<file path="src/ddr_init_defs.vh">
/*
  Constants shared by the power-up sequencer of the DDR/DDR2 memory controller:
  register offsets, field positions, reset values and timing figures.
  Assumes a 250 MHz pclk and a 12-bit APB byte address.
*/
// How it works
// DDR order: wait, precharge, ext load, mode load, wait, precharge, two refresh, load.
// DDR holds NOP from reset for the startup time, shortened by parameter.
// DDR: after the DLL-resetting mode load, 200 cycles pass before the next command.
// every precharge drives the all-banks address bit high, a10 or a8.
// extended load is a mode load with bank bits set; first enables DLL.
// DDR first mode load sets latency and burst and resets the DLL.
// DDR second precharge, exactly two refreshes, then mode load with DLL reset clear.
// init done rises once either sequence has completed.
// DDR2 order: precharge, ext 2, 3, 1, load, precharge, refreshes, load, ext 1 twice.
// DDR2 raises clock enable after a programmable startup delay from reset.
// DDR2 waits startup count over 500, at least one cycle, before precharge.
// DDR2 loads extended registers 2 then 3 with all zeros.
// DDR2 ext load 1 enables DLL, then mode load resets the DLL.
// DDR2 after DLL reset: precharge, two refreshes, mode load with reset clear.
// 200 cycles after DLL reset, two ext loads to register 1 set driver default, then exit it.
// with extra pipeline on, command outputs run on the address/command clock.
// a dedicated capture clock may replace the data strobe for read capture.
// the outside DLL supplies a six-bit strobe delay control bus.
// the outside DLL supplies an update strobe gating when delay may change.
// reset may assert at any time but is released on a rising pclk edge.
// commands use standard row, column and write strobe coding, chip selects low.
// init done stays low and user access is barred until the final command.
`ifndef DDR_INIT_DEFS_VH
`define DDR_INIT_DEFS_VH

`define CLK_PERIOD_NS    4
`define DDR_STARTUP_MS   200
`define DDR2_STARTUP_US  200
`define DLL_LOCK_CYC     200
`define CKE_DIV          500
`define CMD_GAP_NS       128

`define OFS_CTRL         12'h000
`define OFS_MODE         12'h004
`define OFS_EMODE        12'h008
`define OFS_STATUS       12'h00C

`define CTRL_START_BIT   0
`define CTRL_DDR2_BIT    1
`define CTRL_CAPSEL_BIT  2
`define CTRL_RST         3'h0
`define MODE_RST         13'h0032
`define EMODE_RST        13'h0000

`define MR_DLL_RST_BIT   8
`define EMR_DLL_DIS_BIT  0
`define EMR_OCD_LSB      7
`define OCD_DEFAULT      3'h7
`define OCD_EXIT         3'h0

`define BA_MR            2'h0
`define BA_EMR1          2'h1
`define BA_EMR2          2'h2
`define BA_EMR3          2'h3

`define ST_DONE_BIT      0
`define ST_CKE_BIT       1
`define ST_STATE_LSB     4
`define ST_STEP_LSB      8
`define ST_DQS_LSB       16

`endif

</file>
<file path="src/cmd_out_reg.v">
/*
  Address and command output register stage toward the memory pins.
  Assumes its clock is pclk or a phase-shifted copy of it at the same rate.
*/
`timescale 1ns/1ns
`default_nettype none
module cmd_out_reg #(
  parameter CS = 1,
  parameter AW = 13
) (
  input  wire          clk,      // pclk or address/command clock
  input  wire          rst_n,    // asynchronous reset, active low
  input  wire          ce,       // clock enable
  input  wire          cke_in,   // clock enable to memory
  input  wire          ras_in,   // row strobe, active low
  input  wire          cas_in,   // column strobe, active low
  input  wire          we_in,    // write enable, active low
  input  wire [1:0]    ba_in,    // bank address
  input  wire [AW-1:0] addr_in,  // address
  output reg           cke,      // registered clock enable
  output reg  [CS-1:0] cs_n,     // chip selects, active low
  output reg           ras_n,    // registered row strobe
  output reg           cas_n,    // registered column strobe
  output reg           we_n,     // registered write enable
  output reg  [1:0]    ba,       // registered bank address
  output reg  [AW-1:0] addr      // registered address
);
  // reset parks the pins on NOP with the memory clock disabled
  always @(posedge clk or negedge rst_n) begin
    if (!rst_n) begin
      cke   <= 1'b0;
      cs_n  <= {CS{1'b0}};
      ras_n <= 1'b1;
      cas_n <= 1'b1;
      we_n  <= 1'b1;
      ba    <= 2'h0;
      addr  <= {AW{1'b0}};
    end else if (ce) begin
      cke   <= cke_in;
      cs_n  <= {CS{1'b0}};
      ras_n <= ras_in;
      cas_n <= cas_in;
      we_n  <= we_in;
      ba    <= ba_in;
      addr  <= addr_in;
    end
  end
endmodule
`default_nettype wire

</file>
<file path="src/ddr_sdram_init_sequencer.v">
/*
  Power-up initialisation sequencer for DDR and DDR2 memory, with an APB
  register slave, strobe delay control resynchronisation and the command pin stage.
  Assumes presetn is released on a rising pclk edge and addrcmd_clk, when
  used, runs at pclk rate with a fixed phase.
*/
`timescale 1ns/1ns
`default_nettype none
`include "ddr_init_defs.vh"
module ddr_sdram_init_sequencer #(
  parameter        CS           = 1,
  parameter        AW           = 13,
  parameter        PCH_BIT      = 10,
  parameter        EXTRA_PIPE   = 0,
  parameter        USE_DQS_UPD  = 1,
  parameter [31:0] DDR_STARTUP  = ((`DDR_STARTUP_MS * 1000000) + `CLK_PERIOD_NS - 1) / `CLK_PERIOD_NS,
  parameter [31:0] DDR2_STARTUP = ((`DDR2_STARTUP_US * 1000) + `CLK_PERIOD_NS - 1) / `CLK_PERIOD_NS
) (
  input  wire          pclk,            // system clock
  input  wire          presetn,         // asynchronous reset, active low
  input  wire          ce,              // clock enable, freezes all state when low
  input  wire          psel,            // APB select
  input  wire          penable,         // APB enable
  input  wire          pwrite,          // APB write
  input  wire [11:0]   paddr,           // APB byte address
  input  wire [31:0]   pwdata,          // APB write data
  output reg  [31:0]   prdata,          // APB read data
  output wire          pready,          // APB ready
  output reg           pslverr,         // APB error for unmapped address
  input  wire          addrcmd_clk,     // address/command clock for extra pipeline
  input  wire [5:0]    dqs_delay_ctrl,  // strobe delay from outside DLL
  input  wire          dqsupdate,       // delay update strobe from outside DLL
  output reg  [5:0]    dqs_delay_out,   // delay setting toward strobe pins
  output reg           capture_clk_sel, // selects capture clock over strobe
  output wire          mem_cke,         // memory clock enable
  output wire [CS-1:0] mem_cs_n,        // memory chip selects, active low
  output wire          mem_ras_n,       // memory row strobe, active low
  output wire          mem_cas_n,       // memory column strobe, active low
  output wire          mem_we_n,        // memory write enable, active low
  output wire [1:0]    mem_ba,          // memory bank address
  output wire [AW-1:0] mem_addr,        // memory address
  output reg           init_done        // memory ready for user traffic
);
  localparam [31:0] CKE_WAIT = (DDR2_STARTUP / `CKE_DIV < 1) ? 32'd1 : DDR2_STARTUP / `CKE_DIV;
  localparam [31:0] GAP_CYC  = (`CMD_GAP_NS + `CLK_PERIOD_NS - 1) / `CLK_PERIOD_NS;
  localparam [31:0] DLL_WAIT_W = `DLL_LOCK_CYC - 1;
  localparam [7:0]  DLL_WAIT   = DLL_WAIT_W[7:0];

  localparam [2:0] S_IDLE  = 3'h0;
  localparam [2:0] S_START = 3'h1;
  localparam [2:0] S_CKE   = 3'h2;
  localparam [2:0] S_ISSUE = 3'h3;
  localparam [2:0] S_GAP   = 3'h4;
  localparam [2:0] S_DONE  = 3'h5;

  localparam [3:0] I_PCH  = 4'h0;
  localparam [3:0] I_EMR1 = 4'h1;
  localparam [3:0] I_EMR2 = 4'h2;
  localparam [3:0] I_EMR3 = 4'h3;
  localparam [3:0] I_MRR  = 4'h4;
  localparam [3:0] I_ARF  = 4'h5;
  localparam [3:0] I_MR   = 4'h6;
  localparam [3:0] I_OCDD = 4'h7;
  localparam [3:0] I_OCDX = 4'h8;

  // command list per memory type
  function [3:0] step_item;
    input       ddr2;
    input [3:0] s;
    begin
      step_item = I_PCH;
      if (ddr2) begin
        case (s)
          4'h0: step_item = I_PCH;
          4'h1: step_item = I_EMR2;
          4'h2: step_item = I_EMR3;
          4'h3: step_item = I_EMR1;
          4'h4: step_item = I_MRR;
          4'h5: step_item = I_PCH;
          4'h6: step_item = I_ARF;
          4'h7: step_item = I_ARF;
          4'h8: step_item = I_MR;
          4'h9: step_item = I_OCDD;
          4'hA: step_item = I_OCDX;
          default: step_item = I_PCH;
        endcase
      end else begin
        case (s)
          4'h0: step_item = I_PCH;
          4'h1: step_item = I_EMR1;
          4'h2: step_item = I_MRR;
          4'h3: step_item = I_PCH;
          4'h4: step_item = I_ARF;
          4'h5: step_item = I_ARF;
          4'h6: step_item = I_MR;
          default: step_item = I_PCH;
        endcase
      end
    end
  endfunction

  // {ras_n, cas_n, we_n}
  function [2:0] item_pins;
    input [3:0] it;
    begin
      case (it)
        I_PCH:   item_pins = 3'h2;
        I_ARF:   item_pins = 3'h1;
        default: item_pins = 3'h0;
      endcase
    end
  endfunction

  function addr_is;
    input [11:0] a;
    input [11:0] ofs;
    begin
      addr_is = (a == ofs);
    end
  endfunction

  reg  [2:0]    ctrl;
  reg  [AW-1:0] mode_val;
  reg  [AW-1:0] emode_val;
  reg  [2:0]    state;
  reg  [31:0]   tmr;
  reg  [3:0]    step;
  reg  [7:0]    dll_cnt;
  reg           is_ddr2;
  reg           cke_q;
  reg  [5:0]    dqs_s1;
  reg  [5:0]    dqs_s2;
  reg           upd_s1;
  reg           upd_s2;
  reg  [31:0]   next_rdata;
  reg           cmd_ras;
  reg           cmd_cas;
  reg           cmd_we;
  reg  [1:0]    cmd_ba;
  reg  [AW-1:0] cmd_addr;
  wire [3:0]    item      = step_item(is_ddr2, step);
  wire [3:0]    last_step = is_ddr2 ? 4'hA : 4'h6;
  wire          dll_ok    = (dll_cnt >= DLL_WAIT);
  wire          need_dll  = is_ddr2 ? (item == I_OCDD) : (step == 4'h3);
  wire          setup     = psel & ~penable & ce;
  wire          wr        = psel & penable & pwrite & ce;
  wire          mapped    = addr_is(paddr, `OFS_CTRL) | addr_is(paddr, `OFS_MODE) |
                            addr_is(paddr, `OFS_EMODE) | addr_is(paddr, `OFS_STATUS);
  wire          ac_clk;

  // zero-wait slave; a low clock enable stalls the access phase
  assign pready = ce;

  always @* begin
    next_rdata = 32'h0;
    if (addr_is(paddr, `OFS_CTRL)) begin
      next_rdata[2:0] = ctrl;
    end else if (addr_is(paddr, `OFS_MODE)) begin
      next_rdata[AW-1:0] = mode_val;
    end else if (addr_is(paddr, `OFS_EMODE)) begin
      next_rdata[AW-1:0] = emode_val;
    end else if (addr_is(paddr, `OFS_STATUS)) begin
      next_rdata[`ST_DONE_BIT]             = init_done;
      next_rdata[`ST_CKE_BIT]              = cke_q;
      next_rdata[`ST_STATE_LSB +: 3]       = state;
      next_rdata[`ST_STEP_LSB +: 4]        = step;
      next_rdata[`ST_DQS_LSB +: 6]         = dqs_delay_out;
    end
  end

  always @(posedge pclk or negedge presetn) begin
    if (!presetn) begin
      ctrl      <= `CTRL_RST;
      mode_val  <= `MODE_RST;
      emode_val <= `EMODE_RST;
      prdata    <= 32'h0;
      pslverr   <= 1'b0;
    end else if (ce) begin
      if (setup) begin
        prdata  <= next_rdata;
        pslverr <= ~mapped;
      end
      if (wr && addr_is(paddr, `OFS_CTRL)) begin
        ctrl <= pwdata[2:0];
      end
      if (wr && addr_is(paddr, `OFS_MODE)) begin
        mode_val <= pwdata[AW-1:0];
      end
      if (wr && addr_is(paddr, `OFS_EMODE)) begin
        emode_val <= pwdata[AW-1:0];
      end
    end
  end

  always @(posedge pclk or negedge presetn) begin
    if (!presetn) begin
      capture_clk_sel <= 1'b0;
    end else if (ce) begin
      capture_clk_sel <= ctrl[`CTRL_CAPSEL_BIT];
    end
  end

  // delay word is slow-changing; the update strobe keeps it from moving mid-read
  always @(posedge pclk or negedge presetn) begin
    if (!presetn) begin
      dqs_s1        <= 6'h00;
      dqs_s2        <= 6'h00;
      upd_s1        <= 1'b0;
      upd_s2        <= 1'b0;
      dqs_delay_out <= 6'h00;
    end else if (ce) begin
      dqs_s1 <= dqs_delay_ctrl;
      dqs_s2 <= dqs_s1;
      upd_s1 <= dqsupdate;
      upd_s2 <= upd_s1;
      if (USE_DQS_UPD == 0 || upd_s2) begin
        dqs_delay_out <= dqs_s2;
      end
    end
  end

  always @(posedge pclk or negedge presetn) begin
    if (!presetn) begin
      state     <= S_IDLE;
      tmr       <= 32'h0;
      step      <= 4'h0;
      dll_cnt   <= 8'h0;
      is_ddr2   <= 1'b0;
      cke_q     <= 1'b0;
      init_done <= 1'b0;
    end else if (ce) begin
      if (dll_cnt != 8'hFF && dll_cnt < DLL_WAIT) begin
        dll_cnt <= dll_cnt + 8'h1;
      end
      case (state)
        S_IDLE: begin
          if (ctrl[`CTRL_START_BIT]) begin
            is_ddr2 <= ctrl[`CTRL_DDR2_BIT];
            tmr     <= (ctrl[`CTRL_DDR2_BIT] ? DDR2_STARTUP : DDR_STARTUP) - 32'h1;
            cke_q   <= ~ctrl[`CTRL_DDR2_BIT];
            state   <= S_START;
          end
        end
        S_START: begin
          if (tmr == 32'h0) begin
            if (is_ddr2) begin
              cke_q <= 1'b1;
              tmr   <= CKE_WAIT - 32'h1;
              state <= S_CKE;
            end else begin
              state <= S_ISSUE;
            end
          end else begin
            tmr <= tmr - 32'h1;
          end
        end
        S_CKE: begin
          if (tmr == 32'h0) begin
            state <= S_ISSUE;
          end else begin
            tmr <= tmr - 32'h1;
          end
        end
        S_ISSUE: begin
          if (item == I_MRR) begin
            dll_cnt <= 8'h1;
          end
          if (step == last_step) begin
            init_done <= 1'b1;
            state     <= S_DONE;
          end else begin
            step  <= step + 4'h1;
            tmr   <= GAP_CYC - 32'h1;
            state <= S_GAP;
          end
        end
        S_GAP: begin
          if (tmr != 32'h0) begin
            tmr <= tmr - 32'h1;
          end
          // dll wait is checked against the step just advanced to
          if (tmr == 32'h0 && (!need_dll || dll_ok)) begin
            state <= S_ISSUE;
          end
        end
        S_DONE: begin
          init_done <= 1'b1;
        end
        default: begin
          state <= S_IDLE;
        end
      endcase
    end
  end

  // pins default to NOP outside the one issue cycle of each command
  always @* begin
    cmd_ras  = 1'b1;
    cmd_cas  = 1'b1;
    cmd_we   = 1'b1;
    cmd_ba   = `BA_MR;
    cmd_addr = {AW{1'b0}};
    if (state == S_ISSUE) begin
      {cmd_ras, cmd_cas, cmd_we} = item_pins(item);
      case (item)
        I_PCH: begin
          cmd_addr[PCH_BIT] = 1'b1;
        end
        I_EMR1: begin
          cmd_ba                     = `BA_EMR1;
          cmd_addr                   = emode_val;
          cmd_addr[`EMR_DLL_DIS_BIT] = 1'b0;
          cmd_addr[`EMR_OCD_LSB +: 3] = `OCD_EXIT;
        end
        I_EMR2: begin
          cmd_ba = `BA_EMR2;
        end
        I_EMR3: begin
          cmd_ba = `BA_EMR3;
        end
        I_MRR: begin
          cmd_addr                  = mode_val;
          cmd_addr[`MR_DLL_RST_BIT] = 1'b1;
        end
        I_MR: begin
          cmd_addr                  = mode_val;
          cmd_addr[`MR_DLL_RST_BIT] = 1'b0;
        end
        I_OCDD, I_OCDX: begin
          cmd_ba                      = `BA_EMR1;
          cmd_addr                    = emode_val;
          cmd_addr[`EMR_DLL_DIS_BIT]  = 1'b0;
          cmd_addr[`EMR_OCD_LSB +: 3] = (item == I_OCDD) ? `OCD_DEFAULT : `OCD_EXIT;
        end
        default: begin
          cmd_addr = {AW{1'b0}};
        end
      endcase
    end
  end

  // static clock choice; only a same-rate, fixed-phase clock is safe here
  generate
    if (EXTRA_PIPE != 0) begin : g_ac
      assign ac_clk = addrcmd_clk;
    end else begin : g_sys
      assign ac_clk = pclk;
    end
  endgenerate

  cmd_out_reg #(
    .CS (CS),
    .AW (AW)
  ) u_cmd_out (
    .clk     (ac_clk),
    .rst_n   (presetn),
    .ce      (ce),
    .cke_in  (cke_q),
    .ras_in  (cmd_ras),
    .cas_in  (cmd_cas),
    .we_in   (cmd_we),
    .ba_in   (cmd_ba),
    .addr_in (cmd_addr),
    .cke     (mem_cke),
    .cs_n    (mem_cs_n),
    .ras_n   (mem_ras_n),
    .cas_n   (mem_cas_n),
    .we_n    (mem_we_n),
    .ba      (mem_ba),
    .addr    (mem_addr)
  );
endmodule
`default_nettype wire

</file>
<file path="config.mk">
export PLATFORM = sky130hd
export DESIGN_NAME = ddr_sdram_init_sequencer
export DESIGN_NICKNAME = d
export VERILOG_FILES = /design/src/cmd_out_reg.v /design/src/ddr_sdram_init_sequencer.v
export VERILOG_INCLUDE_DIRS = /design/src
export SDC_FILE = /design/constraint.sdc
export NUM_CORES = 1
export LEC_CHECK = 0
export BUFFER_PORTS_ARGS = -buffer_cell sky130_fd_sc_hd__buf_2
export CAP_MARGIN = 20
export CORE_MARGIN = 2
export CORE_UTILIZATION = 50
export CTS_CLUSTER_SIZE = 28
export DETAILED_ROUTE_END_ITERATION = 10
export GPL_TIMING_DRIVEN = 0
export PLACE_DENSITY = 0.79
export SYNTH_ARGS = -nofsm -noshare
export SYNTH_HDL_FRONTEND = slang
export SYNTH_SLANG_ARGS = --single-unit
</file>
<file path="constraint.sdc">
create_clock -name pclk -period 2.7 [get_ports pclk]
set_input_delay 0.54 -clock pclk [delete_from_list [all_inputs] [get_ports pclk]]
set_output_delay 0.54 -clock pclk [all_outputs]
set_load 0.005 [all_outputs]
</file>
# ---- Word-level counts from Yosys, hierarchy flattened
# Memories as Yosys holds them, arrays and structs flattened.
# Cells that the tools add are included.
dict set report classes {
  n_addsub 4
  magnitude_cmp 2
  eq_ne 34
  mux 55
  n_bitwise 13
  reduce_logical 30
}
# cell count
set ops {}
lappend ops {{32-bit 2-to-1 mux} 6}
lappend ops {{32-bit case mux with 5 select lines} 1}
lappend ops {{10-bit case mux with 4 select lines} 1}
lappend ops {{32-bit logical NOT} 1}
lappend ops {{32-bit nonzero test} 1}
lappend ops {{32-bit by 1-bit subtractor with 32-bit output, second input constant} 1}
lappend ops {{4-bit by 3-bit equality test with 1-bit output, second input constant} 7}
lappend ops {{26-bit by 1-bit subtractor with 27-bit output, second input constant} 1}
lappend ops {{13-bit 2-to-1 mux} 2}
lappend ops {{26-bit 2-to-1 mux} 1}
lappend ops {{12-bit by 4-bit equality test with 1-bit output, second input constant} 2}
lappend ops {{3-bit 2-to-1 mux} 8}
lappend ops {{6-bit 2-to-1 mux} 4}
lappend ops {{8-bit 2-to-1 mux} 3}
lappend ops {{2-bit != test, second input constant} 9}
lappend ops {{3-bit case mux with 6 select lines} 1}
lappend ops {{4-bit by 2-bit equality test with 1-bit output, second input constant} 4}
lappend ops {{4-bit 2-to-1 mux} 4}
lappend ops {{12-bit by 3-bit equality test with 1-bit output, second input constant} 1}
lappend ops {{12-bit logical NOT} 1}
lappend ops {{1-bit 2-to-1 mux} 12}
lappend ops {{3-bit case mux with 4 select lines} 1}
lappend ops {{10-bit 2-to-1 mux} 1}
lappend ops {{2-bit AND reduction} 5}
lappend ops {{other kinds (33)} 60}
dict set report word_totals {
  register_bits 139
  mem_bits_ro 64
  input_bits 58
  out_inout_bits 62
  word_cells 163
  n_memories 1
}
# memory words word_bits read_ports rd_clocked_by_memory_dff wr line_no
set mem_list {}
lappend mem_list {{(no name shown)} 16 4 1 0 0 ddr_sdram_init_sequencer.v:73} ;# case (s)

# ---- Depth between registers and ports, before layout
# Gate-level depths: netlist of the first run.
dict set report depth {
  word_depth 11
  ltp_mapped 9
}

# ---- Hierarchy
# A second synthesis of the first run with hierarchy kept.
dict set report unflattened {
  hier_cells 681
  area_unflattened_um2 7318.3
}
# module instances cells_per_inst area_each_um2 seq_area_each_um2
set modules_own_cells {}
lappend modules_own_cells {ddr_sdram_init_sequencer 1 639 6545.0 3006.6}
lappend modules_own_cells {cmd_out_reg 1 42 773.2 479.2}

# ---- Least setup slack after synthesis of the first run
# Ideal clock, no wire load.
dict set report synth_timing {
  kind {input port to flip-flop}
  startpoint {in paddr[5]}
  endpoint {reg emode_val[0]}
  setup_time_ns 0.125
  arrival_ns 2.308
  path_slack_ns 0.267
  stages 6
  path_buffers 1
  cell_sequence {nor4_1 > nand3_1 > or2_2 > nor3b_2 > buf_4 > mux2_2}
}
dict set report synth_between {
  elab_chain_cells 3
}
# element line_no
set synth_rtl {}
lappend synth_rtl {{start: declaration} ddr_sdram_init_sequencer.v:25} ;# input wire [11:0] paddr,
lappend synth_rtl {{12-bit by 4-bit equality test with 1-bit output} ddr_sdram_init_sequencer.v:118} ;# addr_is = (a == ofs);
lappend synth_rtl {{1-bit logical AND} ddr_sdram_init_sequencer.v:189} ;# if (wr && addr_is(paddr, `OFS_EMODE)) begin
lappend synth_rtl {{2-bit AND reduction (no source line)} -}
lappend synth_rtl {{end signal: assignment} ddr_sdram_init_sequencer.v:175} ;# emode_val <= `EMODE_RST;
lappend synth_rtl {{end signal: assignment} ddr_sdram_init_sequencer.v:190} ;# emode_val <= pwdata[AW-1:0];
lappend synth_rtl {{end: declaration} ddr_sdram_init_sequencer.v:124} ;# reg [AW-1:0] emode_val;
# Every way passes these cells.
# A chain may end at the register's enable or synchronous reset.

# ---- Worst setup path in the final report of the first run
dict set report layout_timing {
  startpoint {reg tmr[5]}
  endpoint {reg tmr[16]}
}
dict set report layout_between {
  elab_chain_cells 3
  word_cells_on_any_way 11
}
# element line_no
set layout_rtl {}
lappend layout_rtl {{start: declaration} ddr_sdram_init_sequencer.v:126} ;# reg [31:0] tmr;
lappend layout_rtl {{start signal: assignment} ddr_sdram_init_sequencer.v:239} ;# tmr <= (ctrl[`CTRL_DDR2_BIT] ? DDR2_STARTUP : DDR_STARTUP) - 32'h1;
lappend layout_rtl {{start signal: assignment} ddr_sdram_init_sequencer.v:248} ;# tmr <= CKE_WAIT - 32'h1;
lappend layout_rtl {{start signal: assignment} ddr_sdram_init_sequencer.v:254} ;# tmr <= tmr - 32'h1;
lappend layout_rtl {{32-bit by 1-bit subtractor with 32-bit output (tied with other cells)} {ddr_sdram_init_sequencer.v:254, ddr_sdram_init_sequencer.v:261, ddr_sdram_init_sequencer.v:279}}
lappend layout_rtl {{32-bit 2-to-1 mux (tied with other cells)} ddr_sdram_init_sequencer.v:278} ;# if (tmr != 32'h0) begin
lappend layout_rtl {{32-bit case mux with 5 select lines / 7-bit AND reduction (equally long branches)} -}
# Parallel ways exist; a longest one is shown, timed or not. The select of a mux whose other input is x is not followed.

==> impl_metrics.tcl, run 1 <==
set metrics [dict create \
    setup-tns-final_ps 0 \
    dr.pass1.iters 6 \
    drive_above_1_share_pct 29.8 \
    min_period_ps 2550 \
    synthFlopType "dfrtp_1" \
    core_sq_um 14000 \
    place_hpwl_mm 12.6 \
    synth-edff-count 0 \
    drt_iter0_drc 601 \
    grt_pass1_vias 5691 \
    synth_cell_type_count 67 \
    die_w_um 124 \
    finalMaxSlewViolations 0 \
    synth_common_cells "dfrtp_1, mux2_2, o21ai_0" \
    yosys_warnings 0 \
    numCtsBuffers 17 \
    ys_ff_latch 139 \
    start_kind "flop" \
    worst_ep_required_time_ps 3000 \
    reg2reg_from "tmr[5]" \
    worstSetupPathType "reg2reg" \
    start_util_pct 51.5 \
    final_cell_count_no_fill 1002 \
    crit_chain "nor4_4 -> nand3_1 -> nor3_2 -> buf_1 -> nor3_1 -> o21ai_0 -> o41ai_1" \
    synth.most_common_cell "dfrtp_1" \
    dp_cells 964 \
    cts-root-buf "clkbuf_16" \
    track_usage_pct 24.8 \
    p_total_w 0.00605 \
    end_kind "flop" \
    synth_compound_gate_area_share_pct 17.1 \
    p_leak_nw 3.88 \
    path_clk_slew_ps 60 \
    fill_cells 1115 \
    port_buffers 84 \
    async_flop_share_pct 100 \
    worstPathArrival_ps 2840 \
    synth_mux_area_share_pct 10.7 \
    clock_skew_ps 11.0 \
    whs_ps 56.9 \
    synth_area_sq_um 7200 \
    rows 43 \
    clk_path_buf_depth 2 \
    die-area_sq_um 15400 \
    cts_tree "yes" \
    grt_overflow 0 \
    seq_area_frac_synth_pct 48.4 \
    drc_errors 0 \
    crit_family "simple AND/OR/NAND/NOR gates" \
    avgSynthCellArea_sq_um 10.5 \
    hold_class "in2async" \
    timing.slew.headroom_pct 42.4 \
    synth_top_family_by_area "compound AO/OA/AOI/OAI gates" \
    grt_pass1_wl_mm 29.2 \
    gp_congestion 0.859 \
    clk_latency_ps 430 \
    worstRegToRegCells 7 \
    antenna_found_initial 0 \
    routed_wl_mm 18.6 \
    synthSimpleGateAreaFrac_pct 16.4 \
    critPathMaxFanout 10 \
    fin_crit_sh_pct 94.3 \
    clock_sinks 139 \
    peakVddDrop_uv 435 \
    critPathMaxStageDelay_ps 480 \
    synthCells 686 \
    areaGrowthSynthToFinish_pct 20.0 \
    synthAdderAreaFrac_pct 1.04 \
    p_per_area_nw_per_um2 700 \
    synth_top_area_share_pct 46.2 \
    netlist_top_cells_area "dfrtp_1, mux2_2, o21ai_0" \
    synth_xor_area_share_pct 1.22 \
    viasPerCell 5.99 \
    hold_violations 0 \
    ioPinCount 120 \
    slowest_stage "buf_1" \
    max_cap_viol_count 0 \
    setup_viol 0 \
    rrSetupSlack_ps 150 \
    max_freq_mhz 393 \
    detail-route-antenna-nets 0 \
    grt_max_degree 91 \
    vias 6004 \
    cts_max_level 4 \
    yosysTopAreaCell "dfrtp_1" \
    wl_per_cell_um 18.6 \
    die_h_um 124 \
    worstMarginPinSlew_ps 855 \
    r2r-end "tmr[16]" \
    fin_nets 872 \
    cp.buffers_inverters 1 \
    status "complete, no violations" \
]
worst reg2reg max path: cells and delay by family (launching register included):
kind,cells,cell delay (ps)
compound gates,2,320
simple gates,4,1160
flops,1,450
buf+inv,1,480
where the power goes:
part / internal [W] / switching, W / total [W]
sequential: 0.00238 / 0.000344 / 0.00272
clock: 0.00142 / 0.000931 / 0.00235
combinational: 0.000464 / 0.000513 / 0.000977
total: 0.00426 / 0.00179 / 0.00605
layer usage:
layer  share of wire (%)  vias up  routed length [um]  track usage (%)
li1                    -     2760                   -                -
met3                 6.9       43                1290             6.41
met4                 2.2        0                 412             8.99
met5                   0        -                   0                0
met2                  49      262                9170             39.0
met1                  41     2939                7710             33.4
final cells by class:
cell class,instances,area [sq um],area share [%]
inverter,21,78.8,0.913
clock inverter,12,138,1.59
clock buffer,20,457,5.29
timing repair buffer,90,504,5.84
tap,180,225,2.61
multi-input combinational,485,3460,40.1
buffer,54,285,3.30
antenna,1,2.50,0.0290
sequential,139,3490,40.4
logic make-up after synthesis:
family / after synthesis
AOI/OAI and AO/OA: 181
xor gates and xnor gates: 10
adders and majority gates: 6
buffers and inverters: 75
DFF: 139
muxes: 67
other: 1
and+or+nand+nor: 207
worst max-delay path by stage:
| stage | startpoint | depth (start not counted) | endpoint | slack, ps |
|---|---|---|---|---|
| 6_report | tmr[5] | 7 | tmr[16] | 150 |
| 5_1_grt | step[1] | 10 | u_cmd_out.addr[1] | -20 |
| 4_1_cts | step[0] | 9 | dll_cnt[2] | 30 |
| 3_5_place_dp | paddr[5] | 7 | emode_val[8] | -280 |
| 3_3_place_gp | presetn | 1 | dqs_s1[4] | -920 |
| 2_1_floorplan | paddr[5] | 6 | emode_val[0] | 270 |
repair_timing:
action,CTS,global route
cloned,0,0
hold endpoints to repair,0,0
buffers inserted,0,5
hold buffers,0,0
setup endpoints to repair,8,55
pin swaps,0,3
gates resized for setup,1,16
layout by cell type, fill, tap and decap left out, drive strengths merged, types with 6 or more instances in the layout:
| cell | n |
|---|---|
| dfrtp | 133 |
| buf | 120 |
| mux2 | 60 |
| o21ai | 56 |
| clkbuf | 44 |
| nor2 | 37 |
| nand2 | 34 |
| a21oi | 24 |
| nor3 | 24 |
| inv | 24 |
| nor2b | 17 |
| a22o | 16 |
| conb | 14 |
| nand2b | 13 |
| o31ai | 13 |
| nand4 | 12 |
| nor4 | 12 |
| nand3 | 10 |
| a22oi | 10 |
| a31oi | 10 |
| or3 | 9 |
| or2 | 9 |
| a221o | 8 |
| o2bb2ai | 8 |
| nor3b | 7 |
| o41ai | 7 |
| o22ai | 6 |
| xnor2 | 6 |
| ha | 6 |
| dfstp | 6 |
stage by stage:
| step | setup slack [ps] | cell area, sq um | utilization [%] |
|---|---|---|---|
| 2_1_floorplan | 267 | 7250 | - |
| 3_3_place_gp | -916 | 7890 | 56.4 |
| 3_5_place_dp | -278 | 7930 | 56.7 |
| 4_1_cts | 27.2 | 8530 | 61.0 |
| 5_1_grt | -19.3 | 8630 | 61.7 |
| 6_report | 155 | 8640 | 61.7 |
sequential cells by signal, indices dropped and copies added (netlist names), 2 cells and up:
register / count
u_cmd_out.addr: 13
prdata: 19
dqs_s2: 6
dll_cnt: 8
ctrl: 3
step: 4
u_cmd_out.ba: 2
state: 3
emode_val: 13
mode_val: 13
tmr: 32
dqs_delay_out: 6
dqs_s1: 6
Power figures use the tool's default switching activity.
==> run 2: changes to the inputs <==
Settings changed: REMOVE_ABC_BUFFERS set to 1.
==> run 2 against run 1 <==
Global-route usage decreased by 1.4 points. Worst hold slack worse by 14 ps. Largest power group unchanged. Combinational power grew 1%. First-iteration DRC count fell by 14%. Via count down 0.98%. Fmax about the same. Final cell count shrank 4.6%. Clock-buffer cell count fell by 2. Clock power down 2%. Sequential share of layout area up 0.90 points.
==> impl_metrics.tcl, run 2 (same netlist as run 1, synthesis figures left out) <==
set metrics [dict create \
    die_w_um 124 \
    fill_cells 1101 \
    p_per_area_nw_per_um2 711 \
    setup-tns-final_ps 0 \
    cts-root-buf "clkbuf_16" \
    clock_skew_ps 9.41 \
    start_util_pct 51.5 \
    track_usage_pct 23.4 \
    worstSetupPathType "reg2reg" \
    min_period_ps 2550 \
    end_kind "flop" \
    timing.slew.headroom_pct 35.5 \
    p_total_w 0.00602 \
    cts_tree "yes" \
    die-area_sq_um 15400 \
    core_sq_um 14000 \
    cts_max_level 4 \
    grt_max_degree 91 \
    largest_reg_flops 32 \
    drive_above_1_share_pct 30.2 \
    peakVddDrop_uv 582 \
    max_cap_viol_count 0 \
    reg.largest.list "tmr x32, prdata x19" \
    whs_ps 42.4 \
    viasPerCell 6.22 \
    clk_path_buf_depth 2 \
    ioPinCount 120 \
    grt_overflow 0 \
    max_freq_mhz 393 \
    grt_pass1_vias 5735 \
    start_kind "flop" \
    setup_viol 0 \
    drc_errors 0 \
    mostFrequentLayoutCells "dfrtp_1, buf_2, mux2_2" \
    finalMaxSlewViolations 0 \
    slowest_stage "nor3_1" \
    final_common_cell "dfrtp_1" \
    areaGrowthSynthToFinish_pct 17.5 \
    detail-route-antenna-nets 0 \
    place_hpwl_mm 11.4 \
    fin_nets 827 \
    path_clk_slew_ps 60 \
    rows 43 \
    wl_per_cell_um 18.5 \
    numCtsBuffers 17 \
    clock_sinks 139 \
    n_antenna_cell 0 \
    die_h_um 124 \
    clk_latency_ps 420 \
    critPathMaxStageDelay_ps 430 \
    hold_class "in2async" \
    worstRegToRegCells 7 \
    worstPathArrival_ps 2860 \
    largest-register "tmr" \
    hold_violations 0 \
    gp_congestion 0.871 \
    p_leak_nw 3.77 \
    antenna_found_initial 0 \
    dr.pass1.iters 5 \
    drt_iter0_drc 514 \
    crit_chain "nor3_1 -> nand3_1 -> nor3_4 -> buf_4 -> nand2b_4 -> o21ai_0 -> a22o_1" \
    vias 5945 \
    status "complete, no violations" \
    port_buffers 85 \
    critPathMaxFanout 24 \
    worstMarginPinSlew_ps 966 \
    fin_crit_sh_pct 94.3 \
    ctsHoldBuffers 0 \
    grt_pass1_wl_mm 28.3 \
    worst_ep_required_time_ps 3010 \
    routed_wl_mm 17.7 \
]
## run 2: layout make-up
cell class	instances	area (sq um)	share of cell area (%)
multi-input cells	486	3510	41.5
flip-flops and latches	139	3490	41.3
repair buffers	98	564	6.67
clock buffers	18	439	5.19
well taps	180	225	2.66
clock inverters	14	154	1.82
inverters	21	78.8	0.932
## run 2: per-layer routing
layer | GRT usage [%] | vias to the layer above | share of wire (%)
li1 | - | 2676 | -
met1 | 31.0 | 2934 | 42
met2 | 38.0 | 283 | 49
met3 | 3.98 | 52 | 6.1
met4 | 10.1 | 0 | 2.7
met5 | 0 | - | 0
## run 2: where the power goes
part | switching [W] | total (W) | leakage [nW] | internal [W]
registers | 0.000351 | 0.00273 | 1.79 | 0.00238
clock network | 0.000972 | 0.00230 | 0.285 | 0.00133
logic | 0.000525 | 0.000987 | 1.69 | 0.000462
total | 0.00185 | 0.00602 | 3.77 | 0.00417
## run 2: final timing paths
check	start	endpoint	slack, ps
min in group pclk	dqsupdate	upd_s1	350
hold reg to reg	prdata[7]	prdata[7]	470
hold / removal	presetn	prdata[7]	40
setup / recovery	tmr[19]	tmr[13]	150
setup reg to reg	tmr[19]	tmr[13]	150
max in group asynchronous	presetn	state[2]	1810
## run 2: metrics by stage
| step | setup slack, ps | area, sq um | util, % | instances |
|---|---|---|---|---|
| 3_3_place_gp | -1780 | 7620 | 54.4 | 910 |
| 4_1_cts | 31.8 | 8360 | 59.7 | 951 |
| 5_1_grt | -18.8 | 8460 | 60.5 | 956 |
| 6_report | 154 | 8460 | 60.5 | 956 |
| 2_1_floorplan | -214 | 6970 | - | 645 |
| 3_5_place_dp | -767 | 7700 | 55.1 | 916 |
## run 2: timing repair
| action | in CTS | in global routing |
|---|---|---|
| pin swaps | 2 | 2 |
| resized for setup | 11 | 13 |
| setup endpoints to repair | 51 | 47 |
| cloned | 1 | 0 |
| buffers inserted | 2 | 5 |
## run 2: critical path, delay by kind of cell (launching register included)
kind | cells | cell delay, ps
buffers and inverters | 1 | 230
flip-flops | 1 | 420
AND/OR/NAND/NOR | 4 | 1400
AO/OA/AOI/OAI | 2 | 390
==> run 3: changes to the inputs <==
Settings changed: CORE_ASPECT_RATIO set to 1.25.
==> run 3 against run 2 <==
Worst hold slack gained 87 ps. Cell area increased by 0.87%. Final cell count fell by 0.21%. Flip-flop and latch count unchanged. Clock power is 9.1% higher. First-iteration DRC count is 39% lower. Die area is essentially flat. Clock skew down 1.2 ps. Register-to-register slack lost 60 ps. Non-clock buffer count unchanged. Critical path depth down 1. Via count fell by 3.5%. Critical path type unchanged.
==> impl_metrics.tcl, run 3 (same netlist as run 1, synthesis figures left out) <==
set metrics [dict create \
    status "complete, no violations" \
    reg.largest.list "tmr x32, prdata x19" \
    viasPerCell 6.01 \
    gp_congestion 0.811 \
    finalMaxSlewViolations 0 \
    clk_path_buf_depth 2 \
    antenna_found_initial 1 \
    rsz0062_at_grt "false" \
    port_buffers 85 \
    die_h_um 138 \
    wl_met3_um 873 \
    timing.slew.headroom_pct 36.7 \
    max_cap_viol_count 0 \
    fin_nets 827 \
    die-area_sq_um 15400 \
    end_kind "flop" \
    start_util_pct 50.6 \
    worstRegToRegCells 6 \
    place_area_sq_um 7690 \
    drive_above_1_share_pct 30.0 \
    fill_cells 1122 \
    drt_iter0_drc 316 \
    setup_ws_ps 91.9 \
    peakVddDrop_uv 578 \
    ioPinCount 120 \
    drc_errors 0 \
    clock_skew_ps 8.17 \
    vias 5735 \
    die_w_um 111 \
    core_sq_um 14200 \
    track_usage_pct 22.4 \
    setup_viol 0 \
    whs_ps 130 \
    worstSetupPathType "reg2reg" \
    dr_wl_met2_mm 8.72 \
    start_kind "flop" \
    areaGrowthSynthToFinish_pct 18.5 \
    worstPathArrival_ps 2970 \
    max_freq_mhz 383 \
    fin_crit_sh_pct 96.6 \
    largest_reg_flops 32 \
    detail-route-antenna-nets 0 \
    rows 49 \
    cts-root-buf "clkbuf_16" \
    final_common_cell "dfrtp_1" \
    largest-register "tmr" \
    grt_pass1_vias 5819 \
    dr.pass1.iters 5 \
    maxUsedRoutingLayer "met5" \
    p_per_area_nw_per_um2 726 \
    wl_per_cell_um 18.0 \
    pre_cts_slack_ps -757 \
    min_period_ps 2610 \
    worstMarginPinSlew_ps 947 \
    clock_sinks 139 \
    grt_overflow 0 \
    numCtsBuffers 17 \
    final_area_sq_um 8530 \
    routedLengthMet1_mm 7.01 \
    grt_pass1_wl_mm 28.1 \
    cts_tree "yes" \
    p_leak_nw 3.81 \
    mostFrequentLayoutCells "dfrtp_1, buf_2, mux2_2" \
    place_hpwl_mm 11.0 \
    routed_wl_mm 17.2 \
    hold_violations 0 \
    grt_max_degree 72 \
    p_total_w 0.00620 \
    clk_latency_ps 430 \
    critPathMaxFanout 15 \
    path_clk_slew_ps 60 \
    hold_class "in2async" \
    worst_ep_required_time_ps 3060 \
    cts_max_level 4 \
    final_util_pct 60.0 \
    n_antenna_cell 0 \
]
==> run 3: cell count changes in the layout (fill, tap and decap cells not counted), moves of 2 or more <==
cell       before  now
bufinv_16       1    4
clkbuf_1        0    3
inv_6           5    2
buf_4           9   11
buf_6           3    1
clkbuf_8        1    3
clkinv_4        3    1
inv_8           2    0
==> run 3: critical path, cell delays in order, from the launching register on <==
cell and delay [ps]:
dfrtp_1 550, or2_2 410, o211ai_4 380, nand2_1 220
or3_1 400, a21oi_4 370, a221o_1 220
==> run 3: stage by stage <==
step / instances / setup TNS (ps)
after floorplan: 645 / -1750
after global placement: 908 / -176420
after detailed placement: 913 / -36130
after CTS: 946 / 0
after global routing: 954 / 0
final: 954 / 0
==> run 3: cell type report <==
type | count | area (sq um) | area share (%)
Timing Repair Buffer | 98 | 572 | 6.70
Tap cell | 178 | 223 | 2.61
Inverter | 21 | 78.8 | 0.924
Clock buffer | 23 | 478 | 5.60
Multi-Input combinational cell | 486 | 3530 | 41.4
Sequential cell | 139 | 3490 | 40.9
Clock inverter | 9 | 159 | 1.86
==> run 3: path summary, 6_finish.rpt <==
path	start	end	slack (ps)
max	is_ddr2	u_cmd_out.addr[6]	90
min	presetn	prdata[7]	130
max reg2reg	is_ddr2	u_cmd_out.addr[6]	90
min reg2reg	prdata[7]	prdata[7]	470
max in group asynchronous	presetn	mode_val[1]	1770
min in group pclk	dqsupdate	upd_s1	340
==> run 3: repair_timing <==
item                                    in CTS  in global routing
gates resized for setup                     14                 12
pin swaps                                    2                  4
endpoints found under the setup margin      70                 55
hold endpoints to repair                     0                  0
hold buffers                                 0                  0
setup buffers                                0                  8
gates cloned                                 1                  0
==> run 3: layer usage <==
metal / track usage [%] / vias up
li1: - / 2667
met1: 27.2 / 2837
met2: 37.1 / 179
met3: 5.70 / 50
met4: 11.3 / 2
met5: 0 / -
==> run 3: power breakdown <==
part           internal, W  switching, W  total [W]  leakage, nW
Combinational     0.000452      0.000507   0.000959         1.70
Sequential         0.00238      0.000353    0.00273         1.80
Clock              0.00163      0.000884    0.00251        0.308
Total              0.00445       0.00174    0.00620         3.81
